--- src/lmr_pkg.sv ---
// constants, encodings and types for the logic/move/return execution unit
package lmr_pkg;

    // ------------------------------------------------------------
    // widths
    // ------------------------------------------------------------
    localparam int INSTR_W   = 12;
    localparam int DATA_W    = 8;
    localparam int FADDR_W   = 5;
    localparam int PC_W      = 11;
    localparam int FILE_REGS = 32;

    // ------------------------------------------------------------
    // instruction word fields
    // ------------------------------------------------------------
    localparam int OPC_LSB   = 8;
    localparam int SUB_LSB   = 6;
    localparam int DEST_BIT  = 5;
    localparam int FADDR_LSB = 0;
    localparam int LIT_LSB   = 0;

    // ------------------------------------------------------------
    // operation codes in instr[11:8]
    // ------------------------------------------------------------
    localparam logic [3:0] OPC_MISC   = 4'h0;
    localparam logic [3:0] OPC_ORLIT  = 4'h1;
    localparam logic [3:0] OPC_LDLIT  = 4'h2;
    localparam logic [3:0] OPC_RETLIT = 4'h3;
    localparam logic [3:0] OPC_FREG   = 4'h4;

    // sub codes in instr[7:6] under OPC_FREG
    localparam logic [1:0] SUB_ORF    = 2'h0;
    localparam logic [1:0] SUB_MOVE_FILE_REG   = 2'h1;
    localparam logic [1:0] SUB_STOREF = 2'h2;

    // low byte codes under OPC_MISC
    localparam logic [7:0] MISC_NOP   = 8'h00;
    localparam logic [7:0] MISC_CFG   = 8'h01;

    // destination bit values
    localparam logic DEST_ACC  = 1'b0;
    localparam logic DEST_FILE = 1'b1;

    // ------------------------------------------------------------
    // reset values
    // ------------------------------------------------------------
    localparam logic [7:0]  ACC_RST  = 8'h00;
    localparam logic [7:0]  CFG_RST  = 8'hFF;
    localparam logic [7:0]  FREG_RST = 8'h00;
    localparam logic [10:0] PC_RST   = 11'h7FF;

    // ------------------------------------------------------------
    // cycle counts
    // ------------------------------------------------------------
    localparam int RET_CYCLES = 2;
    localparam int ONE_CYCLES = 1;

    typedef enum logic [2:0] {
        LMR_OP_NOP,
        LMR_OP_CFG,
        LMR_OP_ORLIT,
        LMR_OP_LDLIT,
        LMR_OP_RETLIT,
        LMR_OP_ORF,
        LMR_OP_MOVE_FILE_REG,
        LMR_OP_STOREF
    } lmr_op_t;

endpackage : lmr_pkg

--- src/lmr_exec.sv ---
// execution unit for or, move, load-literal, load-config, no-op and return
// Functional notes
// - or_literal_into_acc ORs accumulator with 8-bit literal, sets only zero flag.
// - or_acc_with_file_reg ORs accumulator with file register, routes by dest, zero only.
// - destination bit 0 writes accumulator, 1 writes back to file register.
// - store_acc_to_file_reg copies accumulator into file register, flags untouched.
// - move_file_reg copies file register to dest chosen by bit, updates zero.
// - move_file_reg with dest 1 rewrites same value and still sets zero flag.
// - load_literal_into_acc loads literal into accumulator, no flag change.
// - load-config copies accumulator into prescaler/timer config register, flags untouched.
// - return_with_literal loads literal into accumulator, pc from top_of_stack_entry.
// - return_with_literal takes two cycles, discarding the already fetched instruction.
`timescale 1ns/1ps

module lmr_exec #(
    parameter int FILE_REGS = lmr_pkg::FILE_REGS
) (
    input  wire logic                       clk,
    input  wire logic                       rst,
    input  wire logic                       instr_valid,
    input  wire logic [lmr_pkg::INSTR_W-1:0] instr,
    input  wire logic [lmr_pkg::PC_W-1:0]    top_of_stack_entry,
    output logic      [lmr_pkg::DATA_W-1:0]  acc,
    output logic                            zero_flag,
    output logic      [lmr_pkg::DATA_W-1:0]  cfg_reg,
    output logic      [lmr_pkg::PC_W-1:0]    pc,
    output logic                            busy,
    output logic                            stack_pop,
    output logic                            retire,
    output logic                            freg_we,
    output logic      [lmr_pkg::FADDR_W-1:0] freg_addr,
    output logic      [lmr_pkg::DATA_W-1:0]  freg_data
);

    // ------------------------------------------------------------
    // decode
    // ------------------------------------------------------------
    function automatic lmr_pkg::lmr_op_t lmr_decode(input logic [lmr_pkg::INSTR_W-1:0] iw);
        lmr_pkg::lmr_op_t op;
        op = lmr_pkg::LMR_OP_NOP;
        case (iw[lmr_pkg::OPC_LSB +: 4])
            lmr_pkg::OPC_ORLIT:  op = lmr_pkg::LMR_OP_ORLIT;
            lmr_pkg::OPC_LDLIT:  op = lmr_pkg::LMR_OP_LDLIT;
            lmr_pkg::OPC_RETLIT: op = lmr_pkg::LMR_OP_RETLIT;
            lmr_pkg::OPC_FREG: begin
                case (iw[lmr_pkg::SUB_LSB +: 2])
                    lmr_pkg::SUB_ORF:    op = lmr_pkg::LMR_OP_ORF;
                    lmr_pkg::SUB_MOVE_FILE_REG:   op = lmr_pkg::LMR_OP_MOVE_FILE_REG;
                    lmr_pkg::SUB_STOREF: op = lmr_pkg::LMR_OP_STOREF;
                    default:             op = lmr_pkg::LMR_OP_NOP;
                endcase
            end
            lmr_pkg::OPC_MISC: begin
                if (iw[7:0] == lmr_pkg::MISC_CFG) begin
                    op = lmr_pkg::LMR_OP_CFG;
                end else begin
                    op = lmr_pkg::LMR_OP_NOP;
                end
            end
            default: op = lmr_pkg::LMR_OP_NOP;
        endcase
        return op;
    endfunction : lmr_decode

    typedef enum logic {LMR_ST_RUN, LMR_ST_FLUSH} lmr_state_t;

    lmr_state_t                      state_r;
    logic [lmr_pkg::DATA_W-1:0]      acc_r;
    logic                            zero_r;
    logic [lmr_pkg::DATA_W-1:0]      cfg_r;
    logic [lmr_pkg::PC_W-1:0]        pc_r;
    logic                            pop_r;
    logic                            retire_r;
    logic                            we_r;
    logic [lmr_pkg::FADDR_W-1:0]     waddr_r;
    logic [lmr_pkg::DATA_W-1:0]      wdata_r;
    logic [lmr_pkg::DATA_W-1:0]      freg_r [FILE_REGS];

    lmr_pkg::lmr_op_t                op;
    logic                            take;
    logic                            dest;
    logic [lmr_pkg::FADDR_W-1:0]     faddr;
    logic [lmr_pkg::DATA_W-1:0]      lit;
    logic [lmr_pkg::DATA_W-1:0]      fval;
    logic [lmr_pkg::DATA_W-1:0]      res;
    logic                            res_to_acc;
    logic                            res_to_file;
    logic                            sets_zero;

    assign op    = lmr_decode(instr);
    assign take  = instr_valid && (state_r == LMR_ST_RUN);
    assign dest  = instr[lmr_pkg::DEST_BIT];
    assign faddr = instr[lmr_pkg::FADDR_LSB +: lmr_pkg::FADDR_W];
    assign lit   = instr[lmr_pkg::LIT_LSB +: lmr_pkg::DATA_W];
    assign fval  = freg_r[faddr];

    // ------------------------------------------------------------
    // result and routing
    // ------------------------------------------------------------
    always_comb begin
        res         = acc_r;
        res_to_acc  = 1'b0;
        res_to_file = 1'b0;
        sets_zero   = 1'b0;
        case (op)
            lmr_pkg::LMR_OP_ORLIT: begin
                res        = acc_r | lit;
                res_to_acc = 1'b1;
                sets_zero  = 1'b1;
            end
            lmr_pkg::LMR_OP_ORF: begin
                res         = acc_r | fval;
                res_to_acc  = (dest == lmr_pkg::DEST_ACC);
                res_to_file = (dest == lmr_pkg::DEST_FILE);
                sets_zero   = 1'b1;
            end
            lmr_pkg::LMR_OP_MOVE_FILE_REG: begin
                res         = fval;
                res_to_acc  = (dest == lmr_pkg::DEST_ACC);
                res_to_file = (dest == lmr_pkg::DEST_FILE);
                sets_zero   = 1'b1;
            end
            lmr_pkg::LMR_OP_STOREF: begin
                res         = acc_r;
                res_to_file = 1'b1;
            end
            lmr_pkg::LMR_OP_LDLIT: begin
                res        = lit;
                res_to_acc = 1'b1;
            end
            lmr_pkg::LMR_OP_RETLIT: begin
                res        = lit;
                res_to_acc = 1'b1;
            end
            default: begin
                res = acc_r;
            end
        endcase
    end

    // ------------------------------------------------------------
    // sequencing
    // ------------------------------------------------------------
    // second cycle discards fetched word
    always_ff @(posedge clk or posedge rst) begin
        if (rst) begin
            state_r <= LMR_ST_RUN;
        end else begin
            case (state_r)
                LMR_ST_RUN: begin
                    if (take && op == lmr_pkg::LMR_OP_RETLIT) begin
                        state_r <= LMR_ST_FLUSH;
                    end
                end
                LMR_ST_FLUSH: state_r <= LMR_ST_RUN;
                default:      state_r <= LMR_ST_RUN;
            endcase
        end
    end

    always_ff @(posedge clk or posedge rst) begin
        if (rst) begin
            pc_r <= lmr_pkg::PC_RST;
        end else if (take) begin
            if (op == lmr_pkg::LMR_OP_RETLIT) begin
                pc_r <= top_of_stack_entry;
            end else begin
                pc_r <= pc_r + 11'h001;
            end
        end
    end

    always_ff @(posedge clk or posedge rst) begin
        if (rst) begin
            pop_r    <= 1'b0;
            retire_r <= 1'b0;
        end else begin
            pop_r    <= take && (op == lmr_pkg::LMR_OP_RETLIT);
            retire_r <= (take && op != lmr_pkg::LMR_OP_RETLIT) || (state_r == LMR_ST_FLUSH);
        end
    end

    // ------------------------------------------------------------
    // accumulator, zero flag, config register
    // ------------------------------------------------------------
    always_ff @(posedge clk or posedge rst) begin
        if (rst) begin
            acc_r <= lmr_pkg::ACC_RST;
        end else if (take && res_to_acc) begin
            acc_r <= res;
        end
    end

    always_ff @(posedge clk or posedge rst) begin
        if (rst) begin
            zero_r <= 1'b0;
        end else if (take && sets_zero) begin
            zero_r <= (res == 8'h00);
        end
    end

    always_ff @(posedge clk or posedge rst) begin
        if (rst) begin
            cfg_r <= lmr_pkg::CFG_RST;
        end else if (take && op == lmr_pkg::LMR_OP_CFG) begin
            cfg_r <= acc_r;
        end
    end

    // ------------------------------------------------------------
    // file registers
    // ------------------------------------------------------------
    for (genvar g = 0; g < FILE_REGS; g++) begin : g_freg
        always_ff @(posedge clk or posedge rst) begin
            if (rst) begin
                freg_r[g] <= lmr_pkg::FREG_RST;
            end else if (take && res_to_file && faddr == (lmr_pkg::FADDR_W)'(g)) begin
                freg_r[g] <= res;
            end
        end
    end

    always_ff @(posedge clk or posedge rst) begin
        if (rst) begin
            we_r    <= 1'b0;
            waddr_r <= '0;
            wdata_r <= 8'h00;
        end else begin
            we_r <= take && res_to_file;
            if (take && res_to_file) begin
                waddr_r <= faddr;
                wdata_r <= res;
            end
        end
    end

    assign acc       = acc_r;
    assign zero_flag = zero_r;
    assign cfg_reg   = cfg_r;
    assign pc        = pc_r;
    assign busy      = (state_r == LMR_ST_FLUSH);
    assign stack_pop = pop_r;
    assign retire    = retire_r;
    assign freg_we   = we_r;
    assign freg_addr = waddr_r;
    assign freg_data = wdata_r;

    // ------------------------------------------------------------
    // checks
    // ------------------------------------------------------------
    orlit_result_a: assert property (@(posedge clk) disable iff (rst)
        take && op == lmr_pkg::LMR_OP_ORLIT |=> acc_r == ($past(acc_r) | $past(lit))
            && zero_r == (($past(acc_r) | $past(lit)) == 8'h00))
        else $error("or literal result wrong");

    orf_result_a: assert property (@(posedge clk) disable iff (rst)
        take && op == lmr_pkg::LMR_OP_ORF && dest == lmr_pkg::DEST_ACC
            |=> acc_r == ($past(acc_r) | $past(fval)) && !we_r)
        else $error("or file result to accumulator wrong");

    dest_file_a: assert property (@(posedge clk) disable iff (rst)
        take && (op == lmr_pkg::LMR_OP_ORF || op == lmr_pkg::LMR_OP_MOVE_FILE_REG)
            && dest == lmr_pkg::DEST_FILE
            |=> we_r && waddr_r == $past(faddr) && $stable(acc_r))
        else $error("file destination not written");

    store_acc_a: assert property (@(posedge clk) disable iff (rst)
        take && op == lmr_pkg::LMR_OP_STOREF
            |=> we_r && wdata_r == $past(acc_r) && $stable(zero_r)
            ##1 freg_r[waddr_r] == wdata_r || we_r)
        else $error("store accumulator wrong");

    move_file_reg_zero_a: assert property (@(posedge clk) disable iff (rst)
        take && op == lmr_pkg::LMR_OP_MOVE_FILE_REG && dest == lmr_pkg::DEST_ACC
            |=> acc_r == $past(fval) && zero_r == ($past(fval) == 8'h00))
        else $error("move file to accumulator wrong");

    move_file_reg_test_a: assert property (@(posedge clk) disable iff (rst)
        take && op == lmr_pkg::LMR_OP_MOVE_FILE_REG && dest == lmr_pkg::DEST_FILE
            |=> wdata_r == $past(fval) && zero_r == ($past(fval) == 8'h00))
        else $error("move file test wrong");

    ldlit_flags_a: assert property (@(posedge clk) disable iff (rst)
        take && op == lmr_pkg::LMR_OP_LDLIT |=> acc_r == $past(lit) && $stable(zero_r))
        else $error("load literal wrong");

    cfg_load_a: assert property (@(posedge clk) disable iff (rst)
        take && op == lmr_pkg::LMR_OP_CFG
            |=> cfg_r == $past(acc_r) && $stable(zero_r) && $stable(acc_r))
        else $error("config load wrong");

    ret_load_a: assert property (@(posedge clk) disable iff (rst)
        take && op == lmr_pkg::LMR_OP_RETLIT
            |=> pc_r == $past(top_of_stack_entry) && acc_r == $past(lit)
            && $stable(zero_r) && pop_r)
        else $error("return load wrong");

    ret_two_cycle_a: assert property (@(posedge clk) disable iff (rst)
        take && op == lmr_pkg::LMR_OP_RETLIT
            |=> busy && !retire_r ##1 !busy && retire_r && $stable(pc_r) && $stable(acc_r))
        else $error("return not two cycles");

    nop_quiet_a: assert property (@(posedge clk) disable iff (rst)
        take && op == lmr_pkg::LMR_OP_NOP
            |=> pc_r == $past(pc_r) + 11'h001 && $stable(acc_r) && $stable(zero_r)
            && $stable(cfg_r) && !we_r && !busy && retire_r)
        else $error("no-op changed state");

    one_cycle_a: assert property (@(posedge clk) disable iff (rst)
        take && op != lmr_pkg::LMR_OP_RETLIT |=> retire_r && !busy)
        else $error("single-cycle instruction stalled");

endmodule : lmr_exec

--- config.mk ---
export PLATFORM = sky130hd
export DESIGN_NAME = lmr_exec
export DESIGN_NICKNAME = d
export VERILOG_FILES = /design/src/lmr_pkg.sv /design/src/lmr_exec.sv
export SDC_FILE = /design/constraint.sdc
export NUM_CORES = 1
export LEC_CHECK = 0
export ABC_AREA = 1
export BUFFER_PORTS_ARGS = -buffer_cell sky130_fd_sc_hd__buf_2
export CORE_MARGIN = 5
export CORE_UTILIZATION = 64
export DETAILED_ROUTE_END_ITERATION = 10
export PLACE_DENSITY = 0.83
export SETUP_SLACK_MARGIN = 0.02
export SLEW_MARGIN = 5
export SYNTH_ARGS = -nofsm -noshare
export SYNTH_HDL_FRONTEND = slang
export SYNTH_SLANG_ARGS = --single-unit
--- constraint.sdc ---
create_clock -name clk -period 18.9 [get_ports clk]
set_input_delay 0 -clock clk [delete_from_list [all_inputs] [get_ports clk]]
set_output_delay 0 -clock clk [all_outputs]
set_load 0.005 [all_outputs]
==> flow_summary.html <==
<table>
<tr><th>Metric</th><th>Value</th></tr>
<tr><th colspan="2">Finish</th></tr>
<tr><td>Top reg by flops</td><td>freg_r</td></tr>
<tr><td>Count of antenna diodes in the layout</td><td>0</td></tr>
<tr><td>Commonest cells after routing, fill and taps aside</td><td>nand2_1, dfrtp_1, o21ai_0</td></tr>
<tr><td>Final standard cell area without fillers</td><td>16,300 um2</td></tr>
<tr><td>Post-Route Utilization</td><td>72.4%</td></tr>
<tr><td>Largest register FFs</td><td>256</td></tr>
<tr><td>Area growth, synth to finish</td><td>11.6%</td></tr>
<tr><td>Final-stage net count</td><td>1,945</td></tr>
<tr><td>Layout Cells excl Fill</td><td>2,224</td></tr>
<tr><td>Most common cell after layout, fill and taps aside</td><td>nand2_1</td></tr>
<tr><td>Share of post-route cells with drive strength above 1</td><td>12.1%</td></tr>
<tr><th colspan="2">Global route</th></tr>
<tr><td>Global-route track usage on met3</td><td>4.98%</td></tr>
<tr><td>Total routing resource utilization after global routing</td><td>32.0%</td></tr>
<tr><td>Most used routing layer</td><td>met2</td></tr>
<tr><td>GR Util met2</td><td>52.3%</td></tr>
<tr><td>Final global-route overflow total</td><td>0</td></tr>
<tr><td>Initial antenna violation count</td><td>0</td></tr>
<tr><td>Wire length of the first global-routing pass</td><td>67.0 mm</td></tr>
<tr><td>GR Util met1</td><td>43.9%</td></tr>
<tr><td>Pin count of the biggest net entering global routing</td><td>139</td></tr>
<tr><td>Vias in the first global route</td><td>12,868</td></tr>
<tr><th colspan="2">CTS</th></tr>
<tr><td>Source-to-sink clock delay at the later pin of the worst-skew pair</td><td>580 ps</td></tr>
<tr><td>CTS tree</td><td>yes</td></tr>
<tr><td>CTS Buffer Depth</td><td>3</td></tr>
<tr><td>Clock input transition at the sequential cells of the worst setup and hold paths</td><td>60 ps</td></tr>
<tr><td>CTS buffer count</td><td>31</td></tr>
<tr><td>Maximum level of the CTS H-tree</td><td>1</td></tr>
<tr><td>Root buffer selected by CTS</td><td>clkbuf_16</td></tr>
<tr><td>Clk sinks</td><td>301</td></tr>
<tr><th colspan="2">Yosys</th></tr>
<tr><td>Number of nets in the synthesized netlist</td><td>1,878</td></tr>
<tr><td>Number of standard cells after synthesis</td><td>1,848</td></tr>
<tr><td>Fraction of synthesized cell area taken by the top area cell type</td><td>48.2%</td></tr>
<tr><td>Yosys top cell by area</td><td>dfrtp_1</td></tr>
<tr><td>Yosys reg bits</td><td>301</td></tr>
<tr><td>Library cells used by synthesis</td><td>39</td></tr>
<tr><td>Sequential area share after synthesis</td><td>51.6%</td></tr>
<tr><td>Area of the mapped netlist</td><td>14,600 um2</td></tr>
<tr><td>Largest cells by area after synthesis</td><td>dfrtp_1, nand2_1, o21ai_0, inv_1, dfstp_2</td></tr>
<tr><td>Yosys warnings</td><td>0</td></tr>
<tr><td>Synthesized area per cell</td><td>7.92 um2</td></tr>
<tr><th colspan="2">Timing</th></tr>
<tr><td>Setup Total Neg Slack</td><td>0 ps</td></tr>
<tr><td>Post-Route Skew</td><td>18.1 ps</td></tr>
<tr><td>Post-route worst hold slack</td><td>24.1 ps</td></tr>
<tr><td>Final Max Tran Viols</td><td>0</td></tr>
<tr><td>Hold violation total from the final report</td><td>0</td></tr>
<tr><td>Minimum setup slack in the final design</td><td>15,210 ps</td></tr>
<tr><td>Count of endpoints failing setup in the final report</td><td>0</td></tr>
<tr><td>Worst-case headroom to the max-slew limit</td><td>12.4%</td></tr>
<tr><td>Top achievable clock speed</td><td>271 MHz</td></tr>
<tr><td>Unrepaired setup endpoints after global routing</td><td>false</td></tr>
<tr><td>Min Tclk post-route</td><td>3690 ps</td></tr>
<tr><td>Measured slew at the worst slew-check pin</td><td>1310 ps</td></tr>
<tr><td>Fraction of the cycle the final worst path needs</td><td>19.5%</td></tr>
<tr><th colspan="2">Power</th></tr>
<tr><td>Fraction of power spent switching nets</td><td>29.1%</td></tr>
<tr><td>Power Total</td><td>1.60 mW</td></tr>
<tr><td>Comb pwr share</td><td>15.3%</td></tr>
<tr><td>Proportion of power drawn by flip-flops and latches</td><td>44.7%</td></tr>
<tr><td>Switching Power</td><td>466 uW</td></tr>
<tr><td>Power per standard cell area</td><td>97.9 nW/um2</td></tr>
<tr><td>Internal power</td><td>1.13 mW</td></tr>
<tr><td>Fraction of power consumed by the clock network</td><td>40.0%</td></tr>
<tr><td>Maximum vdd ir drop</td><td>0.0780 mV</td></tr>
<tr><td>P_leak</td><td>8.72 nW</td></tr>
<tr><th colspan="2">Worst setup path</th></tr>
<tr><td>Dominant delay contributor by cell family on the critical path</td><td>simple AND/OR/NAND/NOR gates</td></tr>
<tr><td>Critical Path Source Type</td><td>input port</td></tr>
<tr><td>Crit path kind</td><td>input port to register</td></tr>
<tr><td>Highest-delay cell along the critical path</td><td>dlygate4sd3_1</td></tr>
<tr><td>Req. time, crit path</td><td>19,290 ps</td></tr>
<tr><td>Worst stage delay on the critical path</td><td>590 ps</td></tr>
<tr><td>Most common cell type on the critical path</td><td>nand2_1</td></tr>
<tr><td>Chain of cells forming the critical path</td><td>buf_2 &gt; inv_2 &gt; nand2_2 &gt; nor2_2 &gt; nand2_1 &gt; nand2_1 &gt; nand2_2 &gt; dlygate4sd3_1 &gt; nand3_2 &gt; nand2_1 &gt; inv_2 &gt; nand3_4 &gt; nor2_2 &gt; inv_4 &gt; nor2_2 &gt; inv_2 &gt; nand2_1 &gt; o21ai_0</td></tr>
<tr><td>Crit path from</td><td>instr[1]</td></tr>
<tr><td>Crit path capture type</td><td>register</td></tr>
<tr><td>Count of buffering cells on the critical path with inverters included</td><td>6</td></tr>
<tr><td>Path depth of the worst reg2reg path</td><td>9</td></tr>
<tr><td>Crit path depth</td><td>18</td></tr>
<tr><td>Startpoint of the worst-slack reg-to-reg timing path</td><td>busy$_DFF_PP0_</td></tr>
<tr><td>CP arrival</td><td>4090 ps</td></tr>
<tr><td>Largest fanout on the critical path</td><td>25</td></tr>
<tr><th colspan="2">Floorplanning</th></tr>
<tr><td>Core area</td><td>22,600 um2</td></tr>
<tr><td>Die Y-Extent</td><td>161 um</td></tr>
<tr><td>Top Ports</td><td>71</td></tr>
<tr><td>Effective utilization at floorplan</td><td>64.9%</td></tr>
<tr><td>Die area</td><td>26,000 um2</td></tr>
<tr><td>Std cell rows</td><td>55</td></tr>
<tr><td>Width of the die</td><td>161 um</td></tr>
<tr><th colspan="2">Routing</th></tr>
<tr><td>Initial drt markers</td><td>1,676</td></tr>
<tr><td>Antenna Violating Nets Remaining</td><td>0</td></tr>
<tr><td>Drt pass-1 iters</td><td>8</td></tr>
<tr><td>WL per Instance</td><td>18.5 um</td></tr>
<tr><td>Total wire length</td><td>41.2 mm</td></tr>
<tr><td>Routed vias/inst</td><td>5.88</td></tr>
<tr><td>Number of remaining DRC errors</td><td>0</td></tr>
<tr><td>Vias</td><td>13,086</td></tr>
<tr><th colspan="2">Min path</th></tr>
<tr><td>Hold path start</td><td>instr_valid</td></tr>
<tr><td>Hold Path Depth</td><td>4</td></tr>
<tr><td>Worst min-delay path category</td><td>input port to register</td></tr>
<tr><th colspan="2">Run</th></tr>
<tr><td>Number of maximum-capacitance constraint violations</td><td>0</td></tr>
<tr><th colspan="2">Placed design</th></tr>
<tr><td>HPWL after DPL</td><td>26.1 mm</td></tr>
<tr><td>Port bufs</td><td>70</td></tr>
<tr><td>Gp weighted congestion</td><td>0.895</td></tr>
<tr><td>Dpl cells</td><td>2,146</td></tr>
<tr><td>Setup WS pre-CTS</td><td>15,140 ps</td></tr>
<tr><td>Placed Area</td><td>15,100 um2</td></tr>
<tr><th colspan="2">Run status</th></tr>
<tr><td>Result of the run</td><td>completed</td></tr>
</table>
[metal layers]
metal,share of wire (%),up-vias,wire (um)
li1,-,5964,-
met1,39,6238,16200
met2,47,731,19300
met3,9.7,153,4020
met4,4.2,0,1740
met5,0,-,0
[Yosys cell counts (all sizes together)]
library cell	number
a221oi	1
buf	42
xor2	5
nor3	3
a21oi	23
nor2	111
nand3	36
xnor2	3
o311ai	1
ha	4
o21a	3
o22ai	27
inv	174
clkbuf	24
nand4	16
clkinv	1
o211ai	2
o221ai	5
nand3b	1
dfrtp	282
nand2	813
o21ai	232
dfstp	19
a22oi	20
[path summary, 6_finish.rpt]
kind | endpoint | slack, ps
worst max-delay path | freg_r[220]$_DFFE_PP0P_ | 15210
worst min-delay path | pc[10]$_DFFE_PP1P_ | 20
worst max register to register | freg_r[164]$_DFFE_PP0P_ | 15920
worst min register to register | freg_data[2]$_DFFE_PP0P_ | 470
max in group asynchronous | freg_r[99]$_DFFE_PP0P_ | 16110
min in group asynchronous | freg_r[77]$_DFFE_PP0P_ | 200
[power by group through the flow]
| stage | clock, mW | combinational [mW] | sequential, mW |
|---|---|---|---|
| after floorplan | 0 | 0.148 | 0.724 |
| after global placement | 0 | 0.229 | 0.723 |
| after detailed placement | 0 | 0.232 | 0.725 |
| after CTS | 0.643 | 0.239 | 0.714 |
| after global routing | 0.671 | 0.264 | 0.719 |
| final | 0.640 | 0.244 | 0.715 |
[cell type report]
| cell class | count | area (um2) |
|---|---|---|
| Timing Repair Buffer | 100 | 628 |
| Tap cell | 285 | 357 |
| Clock buffer | 40 | 870 |
| Inverter | 175 | 674 |
| Multi-Input combinational cell | 1306 | 6050 |
| Sequential cell | 301 | 7560 |
| Clock inverter | 17 | 200 |
| Fill cell | 1662 | 6240 |
[worst min-delay path: stages]
cell and delay [ps]:
buf_2 80, nand2_1 250, nand2_1 160, nand3_1 80
[cells by family (layout without fill, tap and decap cells)]
kind of cell | count (synthesis) | in the layout | synth area share, %
AND/OR/NAND/NOR | 980 | 980 | 28.9
AO/OA/AOI/OAI | 314 | 314 | 11.6
flip-flops | 301 | 301 | 51.6
buffers and inverters | 241 | 332 | 7.07
XOR/XNOR | 8 | 8 | 0.479
adder cells (fa/ha/maj) | 4 | 4 | 0.342
[repair_timing]
item | CTS | global route
endpoints found under the hold margin | 144 | 0
setup buffers | 0 | 0
hold buffers | 21 | 0
endpoints found under the setup margin | 0 | 0
gates resized for setup | 0 | 0
Note: power is estimated with default switching activity, not from simulation.
